## src/logic/ir_carrier_pkg.sv

```systemverilog
package ir_carrier_pkg;
  // ==========================================
  // register file addresses and bit positions
  localparam logic [5:0] rf_addr_gate = 6'h11;
  localparam logic [5:0] rf_addr_suppress = 6'h12;
  localparam logic [5:0] rf_addr_clk_sel = 6'h13;
  localparam int gate_bit = 0;
  localparam int gate_buffer_bit = 1;
  localparam int suppress_bit = 1;
  // ==========================================
  // peripheral register addresses
  localparam logic [3:0] pr_addr_low_modulo = 4'h3;
  localparam logic [3:0] pr_addr_high_modulo = 4'h4;
  // ==========================================
  // carrier source clock choices, and the timer select for the carrier
  localparam logic [1:0] clk_sel_half = 2'h0;
  localparam logic [1:0] clk_sel_base = 2'h1;
  localparam logic [1:0] clk_sel_double = 2'h2;
  localparam logic [1:0] timer_sel_carrier = 2'h3;
  typedef enum logic [0:0] {phase_high, phase_low} phase_type;
endpackage

```

## src/logic/carrier_tick_if.sv

```systemverilog
interface carrier_tick_if;
  logic [1:0] sel;
  logic restart;
  logic tick;
  modport src (input sel, input restart, output tick);
  modport dst (output sel, output restart, input tick);
endinterface

```

## src/logic/ir_carrier_generator.sv

```systemverilog
// Overview of operation
// - gate one: pin carries the carrier
// - gate zero: pin held low
// - timer match copies buffer into gate
// - high carrier pulse finishes before gating
// - gate zero halts carrier counter unless the timer clocks from the carrier
// - timer clock from carrier keeps running
// - suppress bit blocks carrier from pin
// - direct gate set may shorten pulse
// - buffered gate load delays by low on shared timer clock
// - high phase lasts modulo plus one
// - low phase lasts modulo plus one
// - low modulo register at 03h
// - suppressed pin stays constant high
// - two-bit source clock select at 13h
// - modulo registers via put and get
module ir_carrier_generator (
  input wire logic clk,
  input wire logic arst_n,
  input wire logic [5:0] rf_addr,
  input wire logic rf_wr,
  input wire logic [3:0] rf_wdata,
  output logic [3:0] rf_rdata,
  input wire logic [3:0] pr_addr,
  input wire logic pr_put,
  input wire logic [7:0] transfer_buffer_in,
  output logic [7:0] transfer_buffer_out,
  input wire logic timer_match,
  input wire logic [1:0] timer_clk_sel,
  output logic timer_carrier_clk,
  output logic remote_output_pin
);
  // ==========================================
  // register file
  logic gate_q, gate_d, gate_buffer_q, gate_buffer_d;
  logic suppress_q, suppress_d;
  logic [1:0] clk_sel_q, clk_sel_d;
  logic [7:0] low_mod_q, low_mod_d, high_mod_q, high_mod_d;
  logic direct_set;
  logic gate_rise;
  logic sw_gate_hit;
  always_comb begin
    gate_d = gate_q;
    gate_buffer_d = gate_buffer_q;
    suppress_d = suppress_q;
    clk_sel_d = clk_sel_q;
    low_mod_d = low_mod_q;
    high_mod_d = high_mod_q;
    sw_gate_hit = rf_wr && rf_addr == ir_carrier_pkg::rf_addr_gate;
    if (sw_gate_hit) begin
      gate_d = rf_wdata[ir_carrier_pkg::gate_bit];
      gate_buffer_d = rf_wdata[ir_carrier_pkg::gate_buffer_bit];
    end
    if (rf_wr && rf_addr == ir_carrier_pkg::rf_addr_suppress) begin
      suppress_d = rf_wdata[ir_carrier_pkg::suppress_bit];
    end
    if (rf_wr && rf_addr == ir_carrier_pkg::rf_addr_clk_sel) begin
      clk_sel_d = rf_wdata[1:0];
    end
    // timer copy wins over a same-cycle software write of the gate
    if (timer_match) begin
      gate_d = gate_buffer_q;
    end
    if (pr_put && pr_addr == ir_carrier_pkg::pr_addr_low_modulo) begin
      low_mod_d = transfer_buffer_in;
    end
    if (pr_put && pr_addr == ir_carrier_pkg::pr_addr_high_modulo) begin
      high_mod_d = transfer_buffer_in;
    end
  end
  assign direct_set = sw_gate_hit && !timer_match;
  always_ff @(posedge clk or negedge arst_n) begin
    if (!arst_n) begin
      gate_q <= 1'b0;
      gate_buffer_q <= 1'b0;
      suppress_q <= 1'b0;
      clk_sel_q <= ir_carrier_pkg::clk_sel_half;
      low_mod_q <= 8'h00;
      high_mod_q <= 8'h00;
    end else begin
      gate_q <= gate_d;
      gate_buffer_q <= gate_buffer_d;
      suppress_q <= suppress_d;
      clk_sel_q <= clk_sel_d;
      low_mod_q <= low_mod_d;
      high_mod_q <= high_mod_d;
    end
  end
  // get transfer of the modulo registers, register file read
  always_comb begin
    transfer_buffer_out = 8'h00;
    if (pr_addr == ir_carrier_pkg::pr_addr_low_modulo) begin
      transfer_buffer_out = low_mod_q;
    end else if (pr_addr == ir_carrier_pkg::pr_addr_high_modulo) begin
      transfer_buffer_out = high_mod_q;
    end
    rf_rdata = 4'h0;
    unique case (rf_addr)
      ir_carrier_pkg::rf_addr_gate: begin
        rf_rdata[ir_carrier_pkg::gate_bit] = gate_q;
        rf_rdata[ir_carrier_pkg::gate_buffer_bit] = gate_buffer_q;
      end
      ir_carrier_pkg::rf_addr_suppress:
        rf_rdata[ir_carrier_pkg::suppress_bit] = suppress_q;
      ir_carrier_pkg::rf_addr_clk_sel: rf_rdata[1:0] = clk_sel_q;
      default: rf_rdata = 4'h0;
    endcase
  end
  // ==========================================
  // carrier counter
  carrier_tick_if tk();
  assign tk.sel = clk_sel_q;
  carrier_tick_gen u_tick (.clk(clk), .arst_n(arst_n), .t(tk));
  ir_carrier_pkg::phase_type phase_q, phase_d;
  logic [7:0] cnt_q, cnt_d;
  logic gate_prev_q, gate_prev_d;
  logic out_gate_q, out_gate_d;
  logic timer_uses_carrier;
  logic run;
  logic [7:0] limit;
  assign timer_uses_carrier =
    timer_clk_sel == ir_carrier_pkg::timer_sel_carrier;
  assign gate_rise = gate_q && !gate_prev_q;
  assign tk.restart = gate_rise && !timer_uses_carrier;
  // carrier keeps running while the timer counts from it, and until
  // the last high pulse has left the pin, or that pulse would be clipped
  assign run = gate_q || out_gate_q || timer_uses_carrier;
  assign limit = (phase_q == ir_carrier_pkg::phase_high) ?
    high_mod_q : low_mod_q;
  always_comb begin
    gate_prev_d = gate_q;
    phase_d = phase_q;
    cnt_d = cnt_q;
    if (gate_rise && !timer_uses_carrier) begin
      phase_d = ir_carrier_pkg::phase_high;
      cnt_d = 8'h00;
    end else if (!run) begin
      phase_d = ir_carrier_pkg::phase_low;
      cnt_d = 8'h00;
    end else if (tk.tick) begin
      if (cnt_q == limit) begin
        cnt_d = 8'h00;
        phase_d = (phase_q == ir_carrier_pkg::phase_high) ?
          ir_carrier_pkg::phase_low : ir_carrier_pkg::phase_high;
      end else begin
        cnt_d = cnt_q + 8'h01;
      end
    end
  end
  always_ff @(posedge clk or negedge arst_n) begin
    if (!arst_n) begin
      gate_prev_q <= 1'b0;
      phase_q <= ir_carrier_pkg::phase_low;
      cnt_q <= 8'h00;
    end else begin
      gate_prev_q <= gate_prev_d;
      phase_q <= phase_d;
      cnt_q <= cnt_d;
    end
  end
  // ==========================================
  // output gating
  logic carrier_hi;
  logic wait_low_q, wait_low_d;
  logic pin_q, pin_d;
  logic tc_q, tc_d;
  assign carrier_hi = phase_q == ir_carrier_pkg::phase_high;
  always_comb begin
    out_gate_d = out_gate_q;
    wait_low_d = wait_low_q;
    if (gate_q != out_gate_q) begin
      // the last high pulse is never cut short
      if (out_gate_q && carrier_hi) begin
        wait_low_d = 1'b1;
      end else begin
        out_gate_d = gate_q;
        wait_low_d = 1'b0;
      end
    end else begin
      wait_low_d = 1'b0;
    end
    // with a shared timer clock a buffered load waits for low
    // a direct write lands mid-phase and may clip the first pulse
    if (timer_uses_carrier && !out_gate_q && gate_q && carrier_hi &&
        !direct_set) begin
      out_gate_d = 1'b0;
    end
    if (suppress_q) begin
      pin_d = 1'b1;
    end else if (out_gate_q) begin
      pin_d = carrier_hi;
    end else begin
      pin_d = 1'b0;
    end
    tc_d = carrier_hi;
  end
  always_ff @(posedge clk or negedge arst_n) begin
    if (!arst_n) begin
      out_gate_q <= 1'b0;
      wait_low_q <= 1'b0;
      pin_q <= 1'b0;
      tc_q <= 1'b0;
    end else begin
      out_gate_q <= out_gate_d;
      wait_low_q <= wait_low_d;
      pin_q <= pin_d;
      tc_q <= tc_d;
    end
  end
  assign remote_output_pin = pin_q;
  assign timer_carrier_clk = tc_q;
  // ==========================================
  // assertions
  property p_low_when_off;
    @(posedge clk) disable iff (!arst_n)
      (!out_gate_q && !suppress_q) |=> !remote_output_pin;
  endproperty
  a_low_when_off: assert property (p_low_when_off)
    else $error("pin not low with gate off");
  property p_follow;
    @(posedge clk) disable iff (!arst_n)
      (out_gate_q && !suppress_q) |=> remote_output_pin == $past(carrier_hi);
  endproperty
  a_follow: assert property (p_follow)
    else $error("pin not following carrier");
  property p_copy;
    @(posedge clk) disable iff (!arst_n)
      timer_match |=> gate_q == $past(gate_buffer_q);
  endproperty
  a_copy: assert property (p_copy)
    else $error("gate not loaded from buffer");
  property p_hold_high;
    @(posedge clk) disable iff (!arst_n)
      (out_gate_q && carrier_hi) |=> out_gate_q;
  endproperty
  a_hold_high: assert property (p_hold_high)
    else $error("high pulse cut short");
  property p_halt;
    @(posedge clk) disable iff (!arst_n)
      (!run && !gate_rise) |=> cnt_q == 8'h00;
  endproperty
  a_halt: assert property (p_halt)
    else $error("counter ran while halted");
  property p_suppress;
    @(posedge clk) disable iff (!arst_n)
      suppress_q |=> remote_output_pin;
  endproperty
  a_suppress: assert property (p_suppress)
    else $error("suppressed pin not high");
  property p_phase_len;
    @(posedge clk) disable iff (!arst_n)
      (run && tk.tick && cnt_q == limit && !gate_rise) |=>
        phase_q != $past(phase_q);
  endproperty
  a_phase_len: assert property (p_phase_len)
    else $error("phase did not end at modulo");
  property p_restart;
    @(posedge clk) disable iff (!arst_n)
      (gate_rise && !timer_uses_carrier) |=>
        phase_q == ir_carrier_pkg::phase_high && cnt_q == 8'h00;
  endproperty
  a_restart: assert property (p_restart)
    else $error("no restart on gate rise");
  c_carrier: cover property (@(posedge clk) out_gate_q && carrier_hi);
  c_wait: cover property (@(posedge clk) wait_low_q);
  c_suppress: cover property (@(posedge clk) suppress_q && gate_q);
endmodule

```

## src/logic/carrier_tick_gen.sv

```systemverilog
// ==========================================
// source clock tick: half, full or double rate
module carrier_tick_gen (
  input wire logic clk,
  input wire logic arst_n,
  carrier_tick_if.src t
);
  logic [1:0] div_q, div_d;
  // divider restarts with the carrier so the first phase is never short
  always_comb begin
    div_d = t.restart ? 2'h0 : div_q + 2'h1;
  end
  always_ff @(posedge clk or negedge arst_n) begin
    if (!arst_n) begin
      div_q <= 2'h0;
    end else begin
      div_q <= div_d;
    end
  end
  // clk stands for twice the system clock: double steps every clk,
  // base every second clk, half every fourth
  always_comb begin
    unique case (t.sel)
      ir_carrier_pkg::clk_sel_half: t.tick = &div_q;
      ir_carrier_pkg::clk_sel_base: t.tick = div_q[0];
      default: t.tick = 1'b1;
    endcase
  end
endmodule

```

## config.mk

```make
export PLATFORM = sky130hd
export DESIGN_NAME = ir_carrier_generator
export DESIGN_NICKNAME = d
export VERILOG_FILES = /design/src/logic/ir_carrier_pkg.sv /design/src/logic/carrier_tick_if.sv /design/src/logic/ir_carrier_generator.sv /design/src/logic/carrier_tick_gen.sv
export SDC_FILE = /design/constraint.sdc
export NUM_CORES = 1
export LEC_CHECK = 0
export ABC_AREA = 1
export BUFFER_PORTS_ARGS = -buffer_cell sky130_fd_sc_hd__buf_2
export CORE_UTILIZATION = 59
export CTS_CLUSTER_SIZE = 12
export DETAILED_ROUTE_END_ITERATION = 12
export GPL_TIMING_DRIVEN = 0
export PLACE_DENSITY = 0.85
export SLEW_MARGIN = 20
export SYNTH_ARGS = -nofsm -noshare
export SYNTH_HDL_FRONTEND = slang
export SYNTH_HIERARCHICAL = 1
export SYNTH_SLANG_ARGS = --single-unit
```

## constraint.sdc

```tcl
create_clock -name clk -period 3.7 [get_ports clk]
set_clock_uncertainty 0.15 [all_clocks]
set_input_delay 0.37 -clock clk [delete_from_list [all_inputs] [get_ports clk]]
set_output_delay 0.37 -clock clk [all_outputs]
set_load 0.03 [all_outputs]
```

Yosys cells after proc, flatten, opt, wreduce, memory -nomap -nowiden. Cells that the tools add are included. Widths: inputs -> output; s select.

Add/sub/neg operators: 2. Eq/ne operators: 12. Mux-type cells: 23. Bitwise logic cells: 1. Reductions and logical operators: 26.

Operators with widths (count): $mux 8 (7); $eq 6x5->1 const B (3); $logic_and 1x1->1 (13); $mux 1 (12); $add 8x1->8 const B (1); $eq 8x8->1 (1); $reduce_and 2->1 (3); $logic_not 1->1 (5); $eq 4x2->1 const B (1); $eq 4x3->1 const B (1); $pmux 1 s2 (2); $reduce_bool 2->1 (2); $ne 3x1->1 const B (1); $ne 3x2->1 const B (1); $pmux 1 s3 (1); $add 2x1->2 const B (1); $eq 2x1->1 const B (1); $eq 2x2->1 const B (1); $logic_not 2->1 (1); $logic_or 1x1->1 (2); $mux 2 (1); $ne 2x1->1 const B (1); $ne 1x1->1 (1); $not 1->1 (1).

Bits in registers: 36. Output and inout bits: 14.

Logic depth before layout (Yosys ltp).
Depth in word-level cells: 7. Depth in mapped cells: 13.

Hierarchy. Netlist, hierarchy kept.

Modules (own cells, without submodules): ir_carrier_generator (times used 1, cells an instance 274, area an instance 2021.9 µm²); carrier_tick_gen (times used 1, cells an instance 11, area an instance 101.3 µm²).

Least setup slack after synthesis. No wires, ideal clock.

Kind: in2out. Start: input port pr_addr[1]. End: output port transfer_buffer_out[0]. Arrival: 1.374 ns. Slack: 1.806 ns. Cell stages on the path: 3. Path buffers: 0. Cells stage by stage: nor4_4 inv_1 o22ai_1.

Cells in the longest elaborated chain, start to end: 3.

RTL lines: from (decl) (line ir_carrier_generator.sv:24) `input wire logic [3:0] pr_addr,`; $eq 4x3->1 (line ir_carrier_generator.sv:94) `end else if (pr_addr == ir_carrier_pkg::pr_addr_high_modulo) begin`; $mux 8 (line ir_carrier_generator.sv:94); $mux 8 (*) (line ir_carrier_generator.sv:92) `if (pr_addr == ir_carrier_pkg::pr_addr_low_modulo) begin`; to (decl) (line ir_carrier_generator.sv:27) `output logic [7:0] transfer_buffer_out,`.

Every way passes the cells marked *; elsewhere a longest branch is shown, timed or not.

Worst setup path after layout.
Start: input port pr_addr[1]. End: output port transfer_buffer_out[5].

Same word-level chain as after synthesis.

==> results.py <==
metrics = {
    "run_status": {
        "status": "finished, final reports clean",
    },
    "timing": {
        "relSlewSlack_pct": 47.7,
        "fmax_ghz": 0.484,
        "slew_violations": 0,
        "rsz0062_at_grt": "false",
        "hold_violations": 0,
        "fin_hold_ws_ns": 0.0494,
        "tightest_slew_ns": 0.785,
        "setup_viol": 0,
        "fin_crit_sh_pct": 55.8,
        "fin_tns_setup_ns": 0,
        "fin_crit_ns": 2.06,
    },
    "global_routing": {
        "grt_pass1_wl_um": 6760,
        "grt_overflow_total": 0,
        "grt_max_degree": 37,
        "grt_pass1_vias": 1532,
        "antenna_found_initial": 0,
        "track_usage_pct": 25.0,
    },
    "placed_design": {
        "dp_hpwl_um": 3280,
        "place_area_mm2": 0.00237,
        "portBuffers": 38,
        "gp_congestion": 0.874,
    },
    "worst_setup_path": {
        "cp.arrival_ns": 1.54,
        "cp_slowest_stage_delay_ns": 0.50,
        "critPathRequiredTime_ns": 3.18,
        "critPathLaunchType": "input pin",
        "worstPathCellList": "buf_2 -> nor4_4 -> inv_1 -> o22ai_1 -> buf_2",
        "path_class": "in -> out",
        "r2r_slack_ns": 1.88,
        "cp_max_fo": 8,
        "rr_endpoint": "cnt_q[5]$_DFFE_PN0P_",
        "cpMaxStageDelayCell": "nor4_4",
        "r2r_cells": 9,
        "timing.critical_path.mode_cell": "buf_2",
        "crit_path_end_kind": "output pin",
        "rr_startpoint": "u_tick/div_q[0]$_DFF_PN0_",
    },
    "route": {
        "drt_iter0_markers": 90,
        "routed_wl_um": 4230,
        "dr.pass1.iters": 4,
        "avgViaCountPerCell": 5.03,
        "drc_errors": 0,
        "ant_nets": 0,
        "wl_per_cell_um": 11.2,
        "num_vias": 1905,
    },
    "final_layout": {
        "nets": 364,
        "syn_to_final_growth_pct": 16.1,
        "fin_area_mm2": 0.00246,
        "antenna_cells": 0,
        "drive_gt1_share_pct": 23.7,
    },
    "hold_path": {
        "worstHoldEndpoint": "gate_prev_d$_DFFE_PN0P_",
        "hp-start": "timer_match",
        "holdPathStages": 2,
        "hold_class": "in -> reg",
    },
    "pwr": {
        "max-vdd-ir-drop_mv": 0.322,
        "cellLeakagePower_nw": 1.37,
        "powerDensity_mw_per_mm2": 583,
    },
    "clocking": {
        "cts_sinks": 36,
        "cts_resized": 0,
        "htreeDepth": 2,
        "clkLatencyLatePin_ns": 0.34,
        "clk_path_buf_depth": 2,
        "clk_transition_reported_paths_ns": 0.11,
        "cts_setup_buffers": 0,
        "root_buffer": "clkbuf_4",
        "cts_tree": "yes",
        "cts_buffers": 5,
    },
    "yosys": {
        "synth_seq_cells": 36,
        "yosys_warnings": 6,
        "synthDistinctLibCells": 30,
        "synth_cells": 285,
        "syn_area_mm2": 0.00212,
        "avgSynthCellArea_um2": 7.45,
        "ys_seq_area_share_pct": 42.5,
    },
    "floorplanning": {
        "rows": 21,
        "die_w_um": 62.0,
        "die_area_mm2": 0.00384,
        "initial_core_util_pct": 62.6,
        "ios": 43,
        "core_mm2": 0.00339,
        "die_h_um": 62.0,
    },
    "run": {
        "cap_viol_max_count": 0,
    },
}
==> Yosys cell counts (all sizes together) <==
| cell type | instances | area share [%] |
|---|---|---|
| o22ai | 2 | 0.59 |
| dfrtp | 35 | 41 |
| nor3 | 2 | 0.47 |
| nor2 | 13 | 2.5 |
| nand3 | 17 | 4.7 |
| nand2 | 106 | 20 |
| a22o | 3 | 1.2 |
| buf | 8 | 3.0 |
| nand3b | 1 | 0.35 |
| nor4 | 1 | 1.0 |
| ha | 3 | 1.8 |
| xor2 | 2 | 0.83 |
| o211ai | 1 | 0.35 |
| dfstp | 1 | 1.2 |
| nand4 | 3 | 0.88 |
| a21oi | 12 | 2.8 |
| o21ai | 25 | 7.3 |
| inv | 46 | 8.1 |
| a31oi | 1 | 0.29 |
| o21bai | 1 | 0.35 |
| and3 | 1 | 0.29 |
| conb | 1 | 0.18 |
==> worst max-delay path by stage <==
stage,startpoint,to,slack (ns),cells after the start
global placement,pr_addr[1],transfer_buffer_out[5],1.67,5
floorplan,pr_addr[1],transfer_buffer_out[0],1.81,3
detailed placement,pr_addr[1],transfer_buffer_out[5],1.66,5
finish,pr_addr[1],transfer_buffer_out[5],1.64,5
global route,pr_addr[1],transfer_buffer_out[5],1.58,5
CTS,pr_addr[1],transfer_buffer_out[5],1.66,5
==> logic make-up (layout without fill, tap and decap cells) <==
group / count (synthesis) / in the layout / synth area share [%]
other: 1 / 2 / 0.177
xor gates and xnor gates: 2 / 2 / 0.825
DFF: 36 / 36 / 42.5
buffers and inverters: 54 / 101 / 11.1
adders and majority gates: 3 / 3 / 1.77
and+or+nand+nor: 144 / 144 / 30.6
AOI/OAI and AO/OA: 45 / 45 / 13.0
==> flip-flops by register name (all words and copies together) (netlist names) <==
signal / count
remote_output_pin: 1
out_gate_q: 1
cnt_q: 8
phase_q: 1
gate_prev_q: 1
clk_sel_q: 2
gate_buffer_q: 1
high_mod_q: 8
suppress_q: 1
u_tick/div_q: 2
gate_prev_d: 1
timer_carrier_clk: 1
low_mod_q: 8
==> layer usage <==
| metal | vias up | share of wire, % | GRT usage (%) |
|---|---|---|---|
| li1 | 984 | - | - |
| met1 | 870 | 49 | 35.2 |
| met2 | 46 | 45 | 36.9 |
| met3 | 5 | 4.7 | 8.07 |
| met4 | 0 | 1.1 | 7.62 |
| met5 | - | 0 | 0 |
==> repair_timing <==
| action | CTS | global route |
|---|---|---|
| hold endpoints to repair | 35 | 0 |
| endpoints found under the setup margin | 0 | 0 |
| hold buffers | 1 | 0 |
==> layout by cell type (no fill, tap or decap), types with 2 or more instances in the layout <==
| master | n |
|---|---|
| a21oi_1 | 12 |
| a22o_1 | 3 |
| buf_2 | 41 |
| buf_4 | 2 |
| buf_6 | 3 |
| clkbuf_4 | 5 |
| conb_1 | 2 |
| dfrtp_1 | 35 |
| ha_1 | 3 |
| inv_1 | 44 |
| inv_2 | 2 |
| nand2_1 | 98 |
| nand2_2 | 5 |
| nand2_4 | 3 |
| nand3_1 | 14 |
| nand3_2 | 3 |
| nand4_1 | 3 |
| nor2_1 | 11 |
| nor2_2 | 2 |
| nor3_1 | 2 |
| o21ai_0 | 17 |
| o21ai_2 | 8 |
| o22ai_1 | 2 |
| xor2_1 | 2 |
==> worst max-delay path: cells and delay by family <==
kind                   cells  cell delay (ns)
AOI/OAI and AO/OA          1             0.19
and+or+nand+nor            1             0.50
buffers and inverters      3             0.49
==> cell type report <==
cell class / instances / area, µm²
fill: 276 / 925
clock buffer: 5 / 37.5
tap: 46 / 57.6
inverter: 46 / 173
buffer: 8 / 63.8
timing repair buffer: 39 / 200
multi-input combinational: 196 / 988
clock inverter: 3 / 42.5
sequential: 36 / 902
==> power breakdown <==
group / total (mW) / switching (mW) / internal (mW) / leakage, nW
combinational: 0.577 / 0.363 / 0.214 / 0.888
sequential: 0.587 / 0.0867 / 0.500 / 0.445
clock: 0.273 / 0.132 / 0.141 / 0.0412
total: 1.44 / 0.582 / 0.855 / 1.37
==> stage by stage <==
stage	cells	utilization [%]	power [mW]	setup WS [ns]
after global placement	370	70.1	1.14	1.67
after global routing	379	72.7	1.55	1.58
final	379	72.7	1.44	1.64
after detailed placement	370	70.1	1.16	1.66
after CTS	379	72.7	1.44	1.66
after floorplan	286	-	1.02	1.81
(Power assumes the default switching activity.)
